## config.mk

```make
export PLATFORM = sky130hd
export DESIGN_NAME = vsc_ctrl_regs
export DESIGN_NICKNAME = d
export VERILOG_FILES = /design/src/rtl/vsc_pkg.sv /design/src/rtl/vsc_ctrl_regs.sv
export VERILOG_INCLUDE_DIRS = /design/src /design/src/rtl
export SDC_FILE = /design/constraint.sdc
export NUM_CORES = 1
export LEC_CHECK = 0
export BUFFER_PORTS_ARGS = -buffer_cell sky130_fd_sc_hd__buf_2
export CAP_MARGIN = 20
export CORE_AREA = 2 2 139 141
export DETAILED_ROUTE_END_ITERATION = 7
export DIE_AREA = 0 0 141 143
export PLACE_DENSITY = 0.75
export SYNTH_ARGS = -nofsm -noshare
export SYNTH_HDL_FRONTEND = slang
export SYNTH_SLANG_ARGS = --single-unit
```

## constraint.sdc

```tcl
create_clock -name i_clk_sys -period 12.64 [get_ports i_clk_sys]
set_input_delay 2.528 -clock i_clk_sys [delete_from_list [all_inputs] [get_ports i_clk_sys]]
set_output_delay 2.528 -clock i_clk_sys [all_outputs]
set_load 0.05 [all_outputs]
```

## src/rtl/vsc_regs_map.svh

```systemverilog
// Register indices, field positions, reset values and timing figures of the video control bank
`ifndef VSC_REGS_MAP_SVH
`define VSC_REGS_MAP_SVH

// Register indices; byte address on the bus is four times the index
`define VSC_IDX_HSYNC_POSITION 8'h16
`define VSC_IDX_VBLANK_START 8'h18
`define VSC_IDX_VBLANK_STOP 8'h19
`define VSC_IDX_CHROMA_FIRST 8'h1a
`define VSC_IDX_CHROMA_SECOND 8'h1b
`define VSC_IDX_INT_CLEAR_B 8'h1c
`define VSC_IDX_INT_STATUS 8'h20
`define VSC_IDX_INT_MASK 8'h21
`define VSC_IDX_VIDEO_CFG 8'h22
`define VSC_BADDR(idx) ({2'b00, idx, 2'b00})

// Reset values
`define VSC_RST_HSYNC 8'h80
`define VSC_RST_VBLANK 8'h00
`define VSC_RST_AUTO_COLOR_GAIN_CTRL 2'h0
`define VSC_RST_FILT_SEL 2'h0
`define VSC_CM_DEF_525 4'h1
`define VSC_CM_DEF_625 4'h5

// Field positions
`define VSC_CC1_PLL_RST 4
`define VSC_CC1_ACE 3
`define VSC_CC1_CE 2
`define VSC_CC2_WCF 2
`define VSC_CFG_STD625 0
`define VSC_CFG_VBPIN 1

// Reference horizontal delays in sample clocks
`define VSC_HBHS_525 12'h020
`define VSC_HB_525 10'h110
`define VSC_HBHS_625 12'h018
`define VSC_HB_625 10'h11c

// Chroma output bandwidths in hertz, narrow then wide
`define VSC_BW_N0 21'h12a318
`define VSC_BW_N1 21'h0d6678
`define VSC_BW_N2 21'h0b2264
`define VSC_BW_N3 21'h079ba8
`define VSC_BW_W0 21'h159f28
`define VSC_BW_W1 21'h0fb89c
`define VSC_BW_W2 21'h0ce018
`define VSC_BW_W3 21'h0872e4

`endif

```

## src/rtl/vsc_pkg.sv

```systemverilog
// Types shared by the video sync and chroma control bank
package vsc_pkg;
   // Comb filter kinds handed to the chroma path
   typedef enum logic [2:0] {
      VSC_COMB_NONE,
      VSC_COMB_3_121,
      VSC_COMB_3_101,
      VSC_COMB_4_1111,
      VSC_COMB_4_1331,
      VSC_COMB_2LINE
   } vsc_comb_t;

   // Chroma processing settings as one bundle
   typedef struct packed {
      logic adaptive;
      vsc_comb_t base;
      vsc_comb_t fallback;
      logic auto_color_gain_ctrl_enable;
      logic auto_color_gain_ctrl_freeze;
      logic [20:0] bandwidth_hz;
   } vsc_chroma_cfg_t;

   // Horizontal timing bundle
   typedef struct packed {
      logic signed [10:0] hsync_offset;
      logic signed [11:0] hsync_start;
      logic [9:0] hblank_length;
   } vsc_htiming_t;
endpackage

```

## src/rtl/vsc_ctrl_regs.sv

```systemverilog
// Sync placement, vertical blank and chroma control register bank on AXI4-Lite
//
// Register access over AXI4-Lite is this design's own decision.
`timescale 1ns/10ps
`include "vsc_regs_map.svh"

module vsc_ctrl_regs (
   input wire logic i_clk_sys,
   input wire logic i_srst,
   // AXI4-Lite slave
   input wire logic [11:0] i_s_axi_awaddr,
   input wire logic i_s_axi_awvalid,
   output logic o_s_axi_awready,
   input wire logic [31:0] i_s_axi_wdata,
   input wire logic [3:0] i_s_axi_wstrb,
   input wire logic i_s_axi_wvalid,
   output logic o_s_axi_wready,
   output logic [1:0] o_s_axi_bresp,
   output logic o_s_axi_bvalid,
   input wire logic i_s_axi_bready,
   input wire logic [11:0] i_s_axi_araddr,
   input wire logic i_s_axi_arvalid,
   output logic o_s_axi_arready,
   output logic [31:0] o_s_axi_rdata,
   output logic [1:0] o_s_axi_rresp,
   output logic o_s_axi_rvalid,
   input wire logic i_s_axi_rready,
   // Decoder timing, same clock domain
   input wire logic i_line_start,
   input wire logic [9:0] i_line_num,
   input wire logic [9:0] i_std_vblank_start,
   input wire logic [9:0] i_std_vblank_stop,
   input wire logic i_luma_bypass_req,
   input wire logic [7:0] i_int_event,
   // Block outputs
   output vsc_pkg::vsc_htiming_t o_htiming,
   output vsc_pkg::vsc_chroma_cfg_t o_chroma_cfg,
   output logic o_vertical_blank_output,
   output logic o_shared_vertical_blank_pin,
   output logic o_luma_bypass_active,
   output logic o_color_loop_phase_reset,
   output logic o_subcarrier_lock_serial_out_reset,
   output logic o_irq
);

   // Register state, readable fields plus internal mode and loop reset tracking
   logic [7:0] hsync_pos_q; // Hsync placement code
   logic [7:0] vbs_adj_q; // Blank start shift
   logic [7:0] vbe_adj_q; // Blank stop shift
   logic [1:0] auto_color_gain_ctrl_q; // Colour gain field
   logic ace_q; // Adaptive comb enable
   logic ce_q; // Comb enable
   logic [3:0] cm_q; // Comb mode as written
   logic cm_written_q; // Mode written since reset
   logic wcf_q; // Wideband chroma option
   logic [1:0] filt_sel_q; // Chroma notch select
   logic std625_q; // 625-line standard selected
   logic vbpin_q; // Shared pin carries vertical blank
   logic [7:0] int_status_q; // Sticky event flags
   logic [7:0] int_mask_q; // Interrupt enables
   logic pll_rst_pend_q; // Phase reset waiting for line
   logic phase_flag_q; // Indication active this line

   // Bus channel state
   logic aw_have_q;
   logic [11:0] aw_addr_q;
   logic w_have_q;
   logic [7:0] w_data_q;
   logic w_lane0_q;
   logic bvalid_q;
   logic [1:0] bresp_q;
   logic rvalid_q;
   logic [31:0] rdata_q;
   logic [1:0] rresp_q;

   // Write strobes per register
   logic wr_go;
   logic wr_hit;
   logic wr_hsync;
   logic wr_vbs;
   logic wr_vbe;
   logic wr_cc1;
   logic wr_cc2;
   logic wr_iclr;
   logic wr_istat;
   logic wr_imask;
   logic wr_cfg;
   logic [7:0] int_clear;
   logic [3:0] cm_eff; // Mode in force

   // Adjusted blanking window, signed so shifts may go below zero
   logic signed [11:0] vb_start_adj;
   logic signed [11:0] vb_stop_adj;
   logic signed [11:0] line_s;
   logic in_vblank;

   // Write happens once both address and data are held and no answer is pending
   assign wr_go = aw_have_q && w_have_q && !bvalid_q;

   // Address decode; only lane 0 carries register bits
   always_comb begin
      wr_hit = 1'b1;
      wr_hsync = 1'b0;
      wr_vbs = 1'b0;
      wr_vbe = 1'b0;
      wr_cc1 = 1'b0;
      wr_cc2 = 1'b0;
      wr_iclr = 1'b0;
      wr_istat = 1'b0;
      wr_imask = 1'b0;
      wr_cfg = 1'b0;
      unique case (aw_addr_q)
         `VSC_BADDR(`VSC_IDX_HSYNC_POSITION): wr_hsync = 1'b1;
         `VSC_BADDR(`VSC_IDX_VBLANK_START): wr_vbs = 1'b1;
         `VSC_BADDR(`VSC_IDX_VBLANK_STOP): wr_vbe = 1'b1;
         `VSC_BADDR(`VSC_IDX_CHROMA_FIRST): wr_cc1 = 1'b1;
         `VSC_BADDR(`VSC_IDX_CHROMA_SECOND): wr_cc2 = 1'b1;
         `VSC_BADDR(`VSC_IDX_INT_CLEAR_B): wr_iclr = 1'b1;
         `VSC_BADDR(`VSC_IDX_INT_STATUS): wr_istat = 1'b1;
         `VSC_BADDR(`VSC_IDX_INT_MASK): wr_imask = 1'b1;
         `VSC_BADDR(`VSC_IDX_VIDEO_CFG): wr_cfg = 1'b1;
         default: wr_hit = 1'b0;
      endcase
   end

   // Clear mask from either the clear register or the status register itself
   assign int_clear = (wr_go && w_lane0_q && (wr_iclr || wr_istat)) ? w_data_q : 8'h00;

   // Mode follows the standard default until software writes it
   assign cm_eff = cm_written_q ? cm_q : (std625_q ? `VSC_CM_DEF_625 : `VSC_CM_DEF_525);

   // Bit 7 set shifts earlier; all-ones gives 128, so 127 earlier is unreachable
   function automatic logic signed [11:0] line_shift(input logic [7:0] code);
      logic [7:0] mag;
      mag = {1'b0, code[6:0]} + {7'h00, code == 8'hff};
      return code[7] ? -$signed({4'h0, mag}) : $signed({4'h0, code});
   endfunction

   // Adjusted blanking bounds
   assign vb_start_adj = {2'b00, i_std_vblank_start} + line_shift(vbs_adj_q);
   assign vb_stop_adj = {2'b00, i_std_vblank_stop} + line_shift(vbe_adj_q);
   assign line_s = {2'b00, i_line_num};
   assign in_vblank = (line_s >= vb_start_adj) && (line_s < vb_stop_adj);

   // Write address channel: one held address at a time
   always_ff @(posedge i_clk_sys) begin
      if (i_srst) begin
         aw_have_q <= 1'b0;
         aw_addr_q <= 12'h000;
      end else if (i_s_axi_awvalid && o_s_axi_awready) begin
         aw_have_q <= 1'b1;
         aw_addr_q <= i_s_axi_awaddr;
      end else if (wr_go) begin
         aw_have_q <= 1'b0;
      end
   end

   // Write data channel, taken independently of the address
   always_ff @(posedge i_clk_sys) begin
      if (i_srst) begin
         w_have_q <= 1'b0;
         w_data_q <= 8'h00;
         w_lane0_q <= 1'b0;
      end else if (i_s_axi_wvalid && o_s_axi_wready) begin
         w_have_q <= 1'b1;
         w_data_q <= i_s_axi_wdata[7:0];
         w_lane0_q <= i_s_axi_wstrb[0];
      end else if (wr_go) begin
         w_have_q <= 1'b0;
      end
   end

   // Ready only while the slot is free, so nothing is dropped
   assign o_s_axi_awready = !aw_have_q && !bvalid_q && !i_srst;
   assign o_s_axi_wready = !w_have_q && !bvalid_q && !i_srst;

   // Write response; unmapped addresses answer SLVERR
   always_ff @(posedge i_clk_sys) begin
      if (i_srst) begin
         bvalid_q <= 1'b0;
         bresp_q <= 2'b00;
      end else if (wr_go) begin
         bvalid_q <= 1'b1;
         bresp_q <= wr_hit ? 2'b00 : 2'b10;
      end else if (i_s_axi_bready) begin
         bvalid_q <= 1'b0;
      end
   end
   assign o_s_axi_bvalid = bvalid_q;
   assign o_s_axi_bresp = bresp_q;

   // Read channel: one cycle after the address, held until rready
   always_ff @(posedge i_clk_sys) begin
      if (i_srst) begin
         rvalid_q <= 1'b0;
         rdata_q <= 32'h0000_0000;
         rresp_q <= 2'b00;
      end else if (i_s_axi_arvalid && !rvalid_q) begin
         rvalid_q <= 1'b1;
         rresp_q <= 2'b00;
         rdata_q <= 32'h0000_0000;
         unique case (i_s_axi_araddr)
            `VSC_BADDR(`VSC_IDX_HSYNC_POSITION): rdata_q[7:0] <= hsync_pos_q;
            `VSC_BADDR(`VSC_IDX_VBLANK_START): rdata_q[7:0] <= vbs_adj_q;
            `VSC_BADDR(`VSC_IDX_VBLANK_STOP): rdata_q[7:0] <= vbe_adj_q;
            // Loop reset bit always reads back zero
            `VSC_BADDR(`VSC_IDX_CHROMA_FIRST): rdata_q[7:0] <= {4'h0, ace_q, ce_q, auto_color_gain_ctrl_q};
            `VSC_BADDR(`VSC_IDX_CHROMA_SECOND): rdata_q[7:0] <= {cm_eff, 1'b0, wcf_q, filt_sel_q};
            `VSC_BADDR(`VSC_IDX_INT_CLEAR_B): rdata_q[7:0] <= 8'h00;
            `VSC_BADDR(`VSC_IDX_INT_STATUS): rdata_q[7:0] <= int_status_q;
            `VSC_BADDR(`VSC_IDX_INT_MASK): rdata_q[7:0] <= int_mask_q;
            `VSC_BADDR(`VSC_IDX_VIDEO_CFG): rdata_q[7:0] <= {6'h00, vbpin_q, std625_q};
            default: rresp_q <= 2'b10;
         endcase
      end else if (i_s_axi_rready) begin
         rvalid_q <= 1'b0;
      end
   end
   assign o_s_axi_arready = !rvalid_q && !i_srst;
   assign o_s_axi_rvalid = rvalid_q;
   assign o_s_axi_rdata = rdata_q;
   assign o_s_axi_rresp = rresp_q;

   // Sync placement and blanking shift registers
   always_ff @(posedge i_clk_sys) begin
      if (i_srst) begin
         hsync_pos_q <= `VSC_RST_HSYNC;
         vbs_adj_q <= `VSC_RST_VBLANK;
         vbe_adj_q <= `VSC_RST_VBLANK;
      end else if (wr_go && w_lane0_q) begin
         if (wr_hsync) begin
            hsync_pos_q <= w_data_q;
         end
         if (wr_vbs) begin
            vbs_adj_q <= w_data_q;
         end
         if (wr_vbe) begin
            vbe_adj_q <= w_data_q;
         end
      end
   end

   // Chroma control registers
   always_ff @(posedge i_clk_sys) begin
      if (i_srst) begin
         auto_color_gain_ctrl_q <= `VSC_RST_AUTO_COLOR_GAIN_CTRL;
         ace_q <= 1'b1;
         ce_q <= 1'b1;
         cm_q <= `VSC_CM_DEF_525;
         cm_written_q <= 1'b0;
         wcf_q <= 1'b1;
         filt_sel_q <= `VSC_RST_FILT_SEL;
      end else if (wr_go && w_lane0_q) begin
         if (wr_cc1) begin
            ace_q <= w_data_q[`VSC_CC1_ACE];
            ce_q <= w_data_q[`VSC_CC1_CE];
            auto_color_gain_ctrl_q <= w_data_q[1:0];
         end
         if (wr_cc2) begin
            cm_q <= w_data_q[7:4];
            cm_written_q <= 1'b1;
            wcf_q <= w_data_q[`VSC_CC2_WCF];
            filt_sel_q <= w_data_q[1:0];
         end
      end
   end

   // Own configuration: line standard and shared pin function
   always_ff @(posedge i_clk_sys) begin
      if (i_srst) begin
         std625_q <= 1'b0;
         vbpin_q <= 1'b0;
      end else if (wr_go && w_lane0_q && wr_cfg) begin
         std625_q <= w_data_q[`VSC_CFG_STD625];
         vbpin_q <= w_data_q[`VSC_CFG_VBPIN];
      end
   end

   // Loop phase reset: one-cycle pulse, the bit itself is never stored
   always_ff @(posedge i_clk_sys) begin
      if (i_srst) begin
         o_color_loop_phase_reset <= 1'b0;
      end else begin
         o_color_loop_phase_reset <= wr_go && w_lane0_q && wr_cc1 &&
            w_data_q[`VSC_CC1_PLL_RST];
      end
   end

   // Indication rides on the next full line; a new request beats the line start
   always_ff @(posedge i_clk_sys) begin
      if (i_srst) begin
         pll_rst_pend_q <= 1'b0;
         phase_flag_q <= 1'b0;
      end else begin
         if (o_color_loop_phase_reset) begin
            pll_rst_pend_q <= 1'b1;
         end else if (i_line_start) begin
            pll_rst_pend_q <= 1'b0;
         end
         if (i_line_start) begin
            phase_flag_q <= pll_rst_pend_q && !o_color_loop_phase_reset;
         end
      end
   end
   assign o_subcarrier_lock_serial_out_reset = phase_flag_q;

   // Sticky status: a set in the clearing cycle wins
   always_ff @(posedge i_clk_sys) begin
      if (i_srst) begin
         int_status_q <= 8'h00;
      end else begin
         // Bit 7 soft init, 6 copy protect, 5 command, 4 field rate, 3 alternation,
         // 2 colour lock, 1 h/v lock, 0 broadcast/tape
         int_status_q <= (int_status_q & ~int_clear) | i_int_event;
      end
   end

   // Mask register and level interrupt
   always_ff @(posedge i_clk_sys) begin
      if (i_srst) begin
         int_mask_q <= 8'h00;
         o_irq <= 1'b0;
      end else begin
         if (wr_go && w_lane0_q && wr_imask) begin
            int_mask_q <= w_data_q;
         end
         o_irq <= |(int_status_q & int_mask_q);
      end
   end

   // Horizontal timing: offset is (0x80 - code) * 4 pixel clocks
   always_ff @(posedge i_clk_sys) begin
      if (i_srst) begin
         o_htiming <= '0;
      end else begin
         o_htiming.hsync_offset <= 11'($signed({3'b000, `VSC_RST_HSYNC} - {3'b000, hsync_pos_q})
            <<< 2);
         o_htiming.hsync_start <= (std625_q ? `VSC_HBHS_625 : `VSC_HBHS_525) +
            {o_htiming.hsync_offset[10], o_htiming.hsync_offset};
         o_htiming.hblank_length <= std625_q ? `VSC_HB_625 : `VSC_HB_525;
      end
   end

   // Vertical blank and luma bypass from the adjusted window
   always_ff @(posedge i_clk_sys) begin
      if (i_srst) begin
         o_vertical_blank_output <= 1'b0;
         o_shared_vertical_blank_pin <= 1'b0;
         o_luma_bypass_active <= 1'b0;
      end else begin
         o_vertical_blank_output <= in_vblank;
         o_shared_vertical_blank_pin <= vbpin_q && in_vblank;
         o_luma_bypass_active <= i_luma_bypass_req && in_vblank;
      end
   end

   // Comb selection; the reserved gain code 01 is treated as enabled
   always_ff @(posedge i_clk_sys) begin
      if (i_srst) begin
         o_chroma_cfg <= '0;
      end else begin
         o_chroma_cfg.auto_color_gain_ctrl_enable <= !auto_color_gain_ctrl_q[1];
         o_chroma_cfg.auto_color_gain_ctrl_freeze <= (auto_color_gain_ctrl_q == 2'b11);
         o_chroma_cfg.adaptive <= ace_q;
         if (ace_q) begin
            // Comb enable and mode bit 3 are ignored here
            unique case (cm_eff[2:1])
               2'b00: o_chroma_cfg.base <= vsc_pkg::VSC_COMB_3_121;
               2'b01: o_chroma_cfg.base <= vsc_pkg::VSC_COMB_3_101;
               2'b10: o_chroma_cfg.base <= vsc_pkg::VSC_COMB_4_1111;
               2'b11: o_chroma_cfg.base <= vsc_pkg::VSC_COMB_4_1331;
            endcase
            o_chroma_cfg.fallback <= cm_eff[0] ? vsc_pkg::VSC_COMB_NONE :
               vsc_pkg::VSC_COMB_2LINE;
         end else begin
            o_chroma_cfg.fallback <= vsc_pkg::VSC_COMB_NONE;
            if (!ce_q) begin
               o_chroma_cfg.base <= vsc_pkg::VSC_COMB_NONE;
            end else if (cm_eff[3]) begin
               o_chroma_cfg.base <= vsc_pkg::VSC_COMB_2LINE;
            end else begin
               unique case (cm_eff[2:1])
                  2'b00: o_chroma_cfg.base <= vsc_pkg::VSC_COMB_3_121;
                  2'b01: o_chroma_cfg.base <= vsc_pkg::VSC_COMB_3_101;
                  2'b10: o_chroma_cfg.base <= vsc_pkg::VSC_COMB_4_1111;
                  2'b11: o_chroma_cfg.base <= vsc_pkg::VSC_COMB_4_1331;
               endcase
            end
         end
         // Bandwidth is the same in both standards
         unique case ({wcf_q, filt_sel_q})
            3'b000: o_chroma_cfg.bandwidth_hz <= `VSC_BW_N0;
            3'b001: o_chroma_cfg.bandwidth_hz <= `VSC_BW_N1;
            3'b010: o_chroma_cfg.bandwidth_hz <= `VSC_BW_N2;
            3'b011: o_chroma_cfg.bandwidth_hz <= `VSC_BW_N3;
            3'b100: o_chroma_cfg.bandwidth_hz <= `VSC_BW_W0;
            3'b101: o_chroma_cfg.bandwidth_hz <= `VSC_BW_W1;
            3'b110: o_chroma_cfg.bandwidth_hz <= `VSC_BW_W2;
            3'b111: o_chroma_cfg.bandwidth_hz <= `VSC_BW_W3;
         endcase
      end
   end

endmodule

```

* After elaboration in Yosys (flattened, before gate mapping)
Memory sizes are Yosys's and may differ from the RTL's. A register that Yosys moved wholly into a read port is not among the register bits.
Cells that the tools add are included.
** Operators by class
- Reduce and logical (&&, ||, !) cells :: 43
- Magnitude comparators :: 2
- Bitwise operators :: 5
- Add/subtract/negate cells :: 8
- Muxes and demuxes :: 34
- Equality and inequality tests :: 24
** Operators with widths (count)
- $eq A12 B7 Y1 const B :: 12
- $eq A12 B8 Y1 const B :: 6
- $pmux W8 S8 :: 1
- $add A10 B12 Y12 :: 2
- $mux W12 :: 2
- $neg A8 Y12 :: 2
- $logic_and A1 B1 Y1 :: 20
- $mux W1 :: 19
- $reduce_or A9 Y1 :: 2
- $add A7 B1 Y8 :: 2
- $and A8 B8 Y8 :: 2
- $eq A8 B8 Y1 const B :: 2
- $add A7 B11 Y12 :: 1
- $ge A11 B12 Y1 :: 1
- $lt A11 B12 Y1 :: 1
- $mux W3 :: 4
- $mux W6 :: 2
- $pmux W3 S4 :: 1
- $reduce_and A2 Y1 :: 5
- $reduce_bool A2 Y1 :: 5
- $sub A8 B8 Y9 const A :: 1
- $mux W4 :: 2
- $mux W8 :: 1
- $not A8 Y8 :: 1
- other kinds (10) :: 19
** Storage, ports and cells
- Register bits after elaboration :: 161
- Output and inout bits :: 110
- Memories kept :: 1
- Bits in read-only memories :: 152
** Memories
- (name not given) :: depth 8, bits a word 19, read ports 1, clocked after Yosys merged registers in 1, wr ports 0, RTL line vsc_ctrl_regs.sv:391 : unique case ({wcf_q, filt_sel_q})

* Depth between registers and ports, before layout
Gate-level depths: netlist (run 1).
- Depth after elaboration :: 8
- Mapped depth :: 21
- Depth with buffers taken out :: 21

* Worst setup path before layout (run 1)
No wires, ideal clock.
- Path kind :: input to output
- Start :: in i_srst
- End :: out o_s_axi_awready
- Path slack :: 6.271 ns
- Path buffers :: 1
- Cell stages on the path :: 2
- Arrival time :: 3.841 ns
- Required time :: 10.112 ns
- Path through :: clkbuf_1 -> nor3_1
** Between the ends
- Longest elaborated chain between the ends :: 2
** RTL lines
- from (decl) :: RTL line vsc_ctrl_regs.sv:9 : input wire logic i_srst,
- $logic_not A1 Y1 :: RTL line vsc_ctrl_regs.sv:174 : assign o_s_axi_awready = !aw_have_q && !bvalid_q && !i_srst;
- $logic_and A1 B1 Y1 :: RTL line vsc_ctrl_regs.sv:174
- to (decl) :: RTL line vsc_ctrl_regs.sv:13 : output logic o_s_axi_awready,
No other way between the ends.

* Worst setup path in the final report (run 1)
- Start :: in i_srst
- End :: out o_s_axi_wready
** Between the ends
- Longest elaborated chain between the ends :: 2
** RTL lines
- $logic_not A1 Y1 :: RTL line vsc_ctrl_regs.sv:175 : assign o_s_axi_wready = !w_have_q && !bvalid_q && !i_srst;
- $logic_and A1 B1 Y1 :: RTL line vsc_ctrl_regs.sv:175
- to (decl) :: RTL line vsc_ctrl_regs.sv:17 : output logic o_s_axi_wready,
No other way between the ends.

==> results of run 1 <==
## layout make-up
class / instances / share of cell area
clock buffer: 20 / 0.04875
clock inverter: 12 / 0.01137
inverter: 45 / 0.01764
multi-input combinational: 744 / 0.5131
sequential: 143 / 0.2990
tap: 234 / 0.03058
timing repair buffer: 151 / 0.07947
## registers in the layout, indices dropped and copies added, names as in the netlist, 8 cells and up
register and cells:
hsync_pos_q 8, o_htiming 21, int_status_q 8, int_mask_q 8, vbe_adj_q 8, o_chroma_cfg 26, vbs_adj_q 8, o_s_axi_rdata 8
w_data_q 8, aw_addr_q 12
## power groups by stage
stage,Clock (mW),Combinational [mW],Sequential [mW]
after floorplan,0,0.0856,0.490
after global placement,0,0.117,0.480
after detailed placement,0,0.119,0.480
after CTS,0.487,0.119,0.470
after global routing,0.509,0.130,0.471
final,0.480,0.119,0.470
## synth_stat cells, drive strengths merged (4+ instances only)
cell	number
o21ai	37
and3	5
a21o	13
nor2	115
a211oi	9
or3	6
mux2i	48
ha	74
a22o	6
or2	7
nor3b	5
nand4	5
nand3	12
nand2	115
o21bai	4
nor3	10
nand2b	17
nor2b	17
o21a	8
nor4	6
clkbuf	25
inv	45
dfxtp	143
xnor2	13
a22oi	12
a21oi	87
xor2	20
buf	51
o211ai	6
## kinds of logic (layout without fill, tap and decap cells)
kind of cell	count (synthesis)	after routing
AOI/OAI and AO/OA	212	212
xor gates and xnor gates	33	33
adders and majority gates	77	77
buffers and inverters	121	228
DFF	143	143
muxes	51	51
other	1	39
and+or+nand+nor	332	332
## per-layer routing
layer | GRT usage | routed length (µm) | vias to the layer above
met5 | 0 | 0 | -
met4 | 0.07211 | 445 | 0
met3 | 0.04460 | 1310 | 37
met2 | 0.3245 | 9095 | 227
met1 | 0.2689 | 9213 | 3205
li1 | - | - | 3548
## path summary, 6_finish.rpt
kind	startpoint	to	slack, ns	cells past startpoint
setup / recovery	i_srst	o_s_axi_wready	6.68	3
hold / removal	o_s_axi_rdata[7]	o_s_axi_rdata[7]	0.45	1
setup reg to reg	vbs_adj_q[0]	o_shared_vertical_blank_pin	7.87	21
hold reg to reg	o_s_axi_rdata[7]	o_s_axi_rdata[7]	0.45	1
## through the flow
step	area [µm²]	worst slack (ns)	instances	hold slack (ns)
6_report	9573	6.676	1349	0.4543
3_5_place_dp	8997	6.682	1317	0.4435
3_3_place_gp	8997	6.685	1317	0.4354
4_1_cts	9573	6.675	1349	0.4582
2_1_floorplan	8397	6.271	1008	0.4179
5_1_grt	9573	6.599	1349	0.4863
==> flow_summary.toml, run 1 <==
[grt]
first_global_vias = 6538
grt_max_degree = 79
grt-ovfl-total = 0
grt_antenna_before_repair = 0
grt_pass1_wl_mm = 32.49
grtUsageTotal = 0.2022

[sta]
max_freq_mhz = 167.7
slew_headroom = 0.4585
period_share = 0.4718
worst_pin_slew_ns = 0.8055
skew_ns = 0.007781
period_minus_slack_ns = 5.964
finalSetupViolations = 0
drv_slew = 0
setup_tns_ns = 0
hold_viol_final = 0
rsz0062_at_grt = "false"

[cells_and_area]
nets = 1286
fillers = 1751
multi_input_area_um2 = 4912
drive_gt1_frac = 0.1857
regArea_um2 = 2863
final_common_cell = "buf_2"
post-route-util = 0.5152
areaGrowthSynthToFinish_pct = 15.98
final_cell_mix = "buf_2 (149), dfxtp_1 (143), nand2_1 (114)"
antenna_cells = 0

[synthesis]
synth.avg_cell_area_um2 = 8.509
synthCells = 970
yosys.area.top_type_share = 0.3468
synth_edf_count = 0
syn_area_um2 = 8254
yosys_warnings = 0
synth_top_family_by_area = "simple AND/OR/NAND/NOR gates"
async_reset_ff_frac = 0
synth_area_leader_cell = "dfxtp_1"
ys_seq_area_frac = 0.3468
synth-simple-area-share = 0.1908
synth.distinct_cells = 75
synth-adder-area-share = 0.1194
synth_seq_cells = 143
synthTopCellsByArea = "dfxtp_1 (35%), ha_1 (11%), mux2i_1 (5.8%)"
synth-compound-area-share = 0.1657
synthMuxAreaShare = 0.06639
synth_ff_type = "dfxtp_1"
synth-xor-area-share = 0.03502

[floorplanning]
num_rows = 50
fp.dieW_um = 141
core-area_um2 = 18580
io_pins = 217
start_util = 0.4442
die_h_um = 143
die_area_um2 = 20160

[worst_setup_path]
path_buf_inv = 2
worst-setup-path-type = "in2out"
critPathTopFamily = "buffers and inverters"
slowest_stage = "buf_2"
worstPathArrival_ns = 3.44
critPathMaxStageDelay_ns = 0.33
critPathLaunchType = "input pin"
cp_cell_sequence = "buf_4 -> nor3_1 -> buf_2"
end_kind = "output port"
critical_path_peak_fanout = 42
crit_required_ns = 10.11

[drt]
ant_nets = 0
wire_per_inst_um = 14.87
via_count = 7017
vias_per_cell = 5.202
routed_wl_mm = 20.06
drt_first_pass_iters = 5
drt_iter0_drc = 413
drc = 0

[power]
power.density_nw_per_um2 = 111.7
internal_power_mw = 0.7798
p_leak_nw = 4.334
pwr-share-seq = 0.440
combPwrFrac = 0.111
p_clk_frac = 0.449
switching_share = 0.2705
vdd_drop_max_mv = 0.09561
finalPower_mw = 1.069
switching_power_mw = 0.2892

[placement]
hpwl_mm = 14.98
place_congestion = 0.8637
io_buffers = 150

[status]
status = "completed"

[clock_tree]
clock_path_buffers = 2
cts_setup_buffers = 0
cts_tree = "done"
htree_levels = 4
clk_latency_ns = 0.42
cts_buffers = 17
cts_resized = 0
hold_buffers = 0
cts.clk_slew.worst_paths_ns = 0.06
cts.root.buffer_cell = "clkbuf_16"
clock_sinks = 143

[job]
drv_cap = 0

[worst_hold_path]
hp-class = "reg2reg"
Note: power is estimated with default switching activity, not from simulation.
==> run 2: changes to the inputs <==
- clock period: 12.64 -> 5.9 ns (I/O delays scaled with it)
==> run 2 against run 1 <==
  * Flip-flop and latch count stayed put
  * Clock power is 140% higher
  * Register-to-register slack worse by 6.6 ns
  * Combinational power up 110%
  * Sequential share of layout area fell by 0.21 points
  * Critical endpoint is now o_shared_vertical_blank_pin
  * Largest power group unchanged
==> flow_summary.toml, run 2 (synthesis results as in run 1) <==
[status]
status = "completed"

[floorplanning]
core-area_um2 = 18580
fp.dieW_um = 141
num_rows = 50
start_util = 0.4442
die_area_um2 = 20160
io_pins = 217
die_h_um = 143

[power]
vdd_drop_max_mv = 0.2614
power.density_nw_per_um2 = 250.7
finalPower_mw = 2.417
p_leak_nw = 4.372

[worst_setup_path]
critPathLaunchType = "flip-flop"
end_kind = "flip-flop"
worstPathArrival_ns = 4.96
critical_path_peak_fanout = 5
path_buf_inv = 2
critPathMaxStageDelay_ns = 0.55
worst-setup-path-type = "reg2reg"
cp_cell_sequence = "inv_1 -> ha_1 -> inv_1 -> ha_1 -> o21bai_1 -> a21oi_1 -> nand2b_1 -> a21oi_1 -> o21ai_0 -> a21boi_0 -> ha_1 -> nor4_1 -> nand3_1 -> a31oi_1 -> xor2_1 -> ha_1 -> or3_1 -> o32ai_1 -> o22ai_1 -> a211oi_1 -> nor3b_1"
slowest_stage = "a211oi_1"
critPathTopFamily = "compound AO/OA/AOI/OAI gates"
crit_required_ns = 6.18
cp_common_cell = "ha_1"

[clock_tree]
cts_setup_buffers = 0
cts_buffers = 17
clock_sinks = 143
cts_resized = 0
clk_latency_ns = 0.42
cts_tree = "done"
clock_path_buffers = 2
cts.clk_slew.worst_paths_ns = 0.06
hold_buffers = 0
cts.root.buffer_cell = "clkbuf_16"
htree_levels = 4

[sta]
drv_slew = 0
finalSetupViolations = 0
period_minus_slack_ns = 4.677
hold_viol_final = 0
period_share = 0.7926
setup_tns_ns = 0
slew_headroom = 0.4530
worst_pin_slew_ns = 0.8137
max_freq_mhz = 213.8
rsz0062_at_grt = "false"
setup_ws_ns = 1.223
skew_ns = 0.008617

[placement]
placed_area_um2 = 8997
hpwl_mm = 15.04
place_congestion = 0.8510
io_buffers = 150
dpl_worst_slack_ns = 1.192

[worst_hold_path]
hp-class = "reg2reg"

[drt]
drt_iter0_drc = 464
ant_nets = 0
drc = 0
routed_wl_mm = 20.19
vias_per_cell = 5.237
drt_first_pass_iters = 6
wire_per_inst_um = 14.97
via_count = 7065

[grt]
grt_max_degree = 68
grt_pass1_wl_mm = 32.50
grt_antenna_before_repair = 0
grtUsageTotal = 0.2020
grt-ovfl-total = 0
first_global_vias = 6687

[cells_and_area]
final_common_cell = "buf_2"
fillers = 1727
drive_gt1_frac = 0.1839
largest_register = "o_chroma_cfg"
nets = 1286
final_cell_mix = "buf_2 (149), dfxtp_1 (143), nand2_1 (114)"
fin_area_um2 = 9639
reg_top3 = "o_chroma_cfg x26, o_htiming x21, aw_addr_q x12"
largest_reg_flops = 26
post-route-util = 0.5188
antenna_cells = 0
areaGrowthSynthToFinish_pct = 16.78

[job]
drv_cap = 0
run 2: cell types whose count changed in the layout (fill, tap and decap cells not counted), sizes merged:
| cell | before | now |
|---|---|---|
| clkinvlp | 5 | 2 |
| clkbuf | 20 | 23 |
| inv | 47 | 46 |
| clkinv | 4 | 2 |
| bufinv | 1 | 4 |
run 2: final timing paths:
path,start,to,slack [ns],cells after the start
hold reg to reg,o_s_axi_rdata[7],o_s_axi_rdata[7],0.45,1
hold / removal,o_s_axi_rdata[7],o_s_axi_rdata[7],0.45,1
setup / recovery,vbs_adj_q[0],o_shared_vertical_blank_pin,1.22,21
setup reg to reg,vbs_adj_q[0],o_shared_vertical_blank_pin,1.22,21
run 2: power breakdown:
part / leakage (nW) / switching [mW] / internal (mW) / total, mW
clock network: 0.310 / 0.401 / 0.753 / 1.15
logic: 2.90 / 0.184 / 0.0708 / 0.255
registers: 1.16 / 0.0211 / 0.987 / 1.01
total: 4.37 / 0.606 / 1.81 / 2.42
run 2: stage by stage:
stage               instances  hold WS (ns)
floorplan                1008        0.4179
global placement         1317        0.4364
detailed placement       1317        0.4394
CTS                      1349        0.4522
global route             1349        0.4814
finish                   1349        0.4522
run 2: final cells by class:
class | count | area, µm² | share of cell area
clock buffer | 23 | 488.0 | 0.05062
clock inverter | 9 | 153.9 | 0.01597
inverter | 45 | 168.9 | 0.01752
multi-input combinational | 744 | 4912 | 0.5096
sequential | 143 | 2863 | 0.2970
tap | 234 | 292.8 | 0.03037
timing repair buffer | 151 | 760.7 | 0.07892
run 2: metal layers:
metal  vias to the layer above  global-route usage  share of wire
li1                       3554                   -              -
met1                      3254              0.2667           0.45
met2                       219              0.3245           0.46
met3                        38             0.04091          0.064
met4                         0             0.08211          0.024
met5                         -                   0              0
==> run 3: changes to the inputs <==
- PLACE_DENSITY: 0.75 -> 0.78
- clock period: 5.9 -> 4.29 ns (I/O delays scaled with it)
==> run 3 against run 2 <==
  * Maximum frequency up 15%
  * Total power up 30%
  * Combinational power up 42%
  * Largest cell class unchanged
  * Die area unchanged
==> flow_summary.toml, run 3 (synthesis results as in run 1) <==
[worst_setup_path]
rrSetupSlack_ns = 0.23
regToRegStartpoint = "vbs_adj_q[3]"
crit_required_ns = 4.61
startpoint = "vbs_adj_q[3]"
critical_path_peak_fanout = 6
worstRegToRegCells = 19
r2r-end = "o_shared_vertical_blank_pin"
worstPathArrival_ns = 4.38
end_kind = "flip-flop"
critPathLaunchType = "flip-flop"
worst-setup-path-type = "reg2reg"

[power]
internal_power_mw = 2.274
vdd_drop_max_mv = 0.2955
switching_share = 0.2752
pwr-share-seq = 0.442
power.density_nw_per_um2 = 321.2
p_leak_nw = 4.431
switching_power_mw = 0.8635
finalPower_mw = 3.138
combPwrFrac = 0.115
p_clk_frac = 0.443

[sta]
slew_headroom = 0.4906
worst_pin_slew_ns = 0.7578
hold_viol_final = 0
period_minus_slack_ns = 4.061
drv_slew = 0
finalSetupViolations = 0
max_freq_mhz = 246.2
holdWs_ns = 0.4535
period_share = 0.9467
setup_ws_ns = 0.2286
skew_ns = 0.007121
setup_tns_ns = 0

[drt]
vias_per_cell = 5.186
ant_nets = 0
drt_iter0_drc = 402
via_count = 7064
drt_first_pass_iters = 7
wire_per_inst_um = 15.15
drc = 0
routed_wl_mm = 20.64

[cells_and_area]
final_cell_mix = "buf_2 (149), dfxtp_1 (139), nor2_1 (113), nand2_1 (113), a21oi_1 (83)"
fillers = 1685
drive_gt1_frac = 0.2137
post-route-util = 0.5258
fin_area_um2 = 9769
reg_top3 = "o_chroma_cfg x26, o_htiming x21, aw_addr_q x12"
stdcell_count = 1362
final_common_cell = "buf_2"
areaGrowthSynthToFinish_pct = 18.36
antenna_cells = 0
nets = 1299
largest_register = "o_chroma_cfg"
largest_reg_flops = 26

[grt]
grt-ovfl-total = 0
first_global_vias = 6576
grt_max_degree = 64
grtUsageTotal = 0.2023
grt_pass1_wl_mm = 32.51
grt_antenna_before_repair = 0

[worst_hold_path]
hp-class = "reg2reg"
worstHoldStart = "o_s_axi_rdata[7]"
worstHoldEndpoint = "o_s_axi_rdata[7]"
hold_depth = 1

[floorplanning]
core-area_um2 = 18580
io_pins = 217
fp.dieW_um = 141
die_h_um = 143
num_rows = 50
start_util = 0.4442
die_area_um2 = 20160

[clock_tree]
clk_latency_ns = 0.42
cts.root.buffer_cell = "clkbuf_16"
cts_tree = "done"
cts_buffers = 17
hold_buffers = 0
clock_path_buffers = 2
clock_sinks = 143
cts.clk_slew.worst_paths_ns = 0.06
htree_levels = 4

[job]
drv_cap = 0

[status]
status = "completed"

[placement]
hpwl_mm = 15.15
dp.cells = 1327
placed_area_um2 = 9072
io_buffers = 150
dpl_worst_slack_ns = -0.1102
place_congestion = 0.8635
[run 3: changes by cell type in the layout (fill, tap and decap cells not counted), sizes merged]
cell,before,now
inv,46,48
buf,151,164
clkinv,2,4
clkbuf,23,20
clkinvlp,2,4
bufinv,4,1
[run 3: power by group through the flow]
| stage | registers [mW] | clock network (mW) | logic [mW] |
|---|---|---|---|
| after floorplan | 1.44 | 0 | 0.252 |
| final | 1.39 | 1.39 | 0.362 |
| after global placement | 1.41 | 0 | 0.346 |
| after CTS | 1.38 | 1.42 | 0.355 |
| after detailed placement | 1.41 | 0 | 0.354 |
| after global routing | 1.39 | 1.47 | 0.395 |
[run 3: area by class of cell]
cell class	count	area [µm²]	area share
flip-flops and latches	143	2868	0.2935
multi-input cells	744	5025	0.5143
well taps	234	292.8	0.02997
clock inverters	12	110.1	0.01127
clock buffers	20	446.7	0.04572
inverters	45	168.9	0.01729
repair buffers	164	858.3	0.08786
[run 3: worst max-delay path by stage]
stage	end	slack, ns
6_report	o_shared_vertical_blank_pin	0.23
5_1_grt	o_shared_vertical_blank_pin	-0.05
4_1_cts	o_shared_vertical_blank_pin	0.02
3_5_place_dp	o_shared_vertical_blank_pin	-0.11
3_3_place_gp	o_luma_bypass_active	0.03
2_1_floorplan	o_luma_bypass_active	0.33
[run 3: layer usage]
layer | vias to the layer above | GRT usage | wire length, µm
met2 | 237 | 0.3253 | 9443
met3 | 38 | 0.05500 | 1435
met1 | 3227 | 0.2611 | 9264
met5 | - | 0 | 0
met4 | 0 | 0.07474 | 493
li1 | 3562 | - | -
[run 3: what timing repair did]
action                                 4_1_cts  5_1_grt
pin swaps                                    0       12
buffers inserted                             0        3
endpoints found under the hold margin        0        0
setup endpoints to repair                    3        3
gates resized for setup                      2       27
[run 3: critical path, stage by stage (launching register included)]
cell      delay (ns)
dfxtp_2         0.39
inv_1           0.08
ha_1            0.19
a211o_1         0.29
a21oi_1         0.18
o21ai_1         0.12
xor2_1          0.16
a21oi_1         0.10
ha_2            0.22
nor4_4          0.32
nand3_2         0.18
a31oi_4         0.24
xor2_2          0.11
ha_2            0.18
or3_1           0.38
o32ai_2         0.31
nor3b_1         0.10
a211oi_2        0.20
buf_4           0.16
nor3b_1         0.05
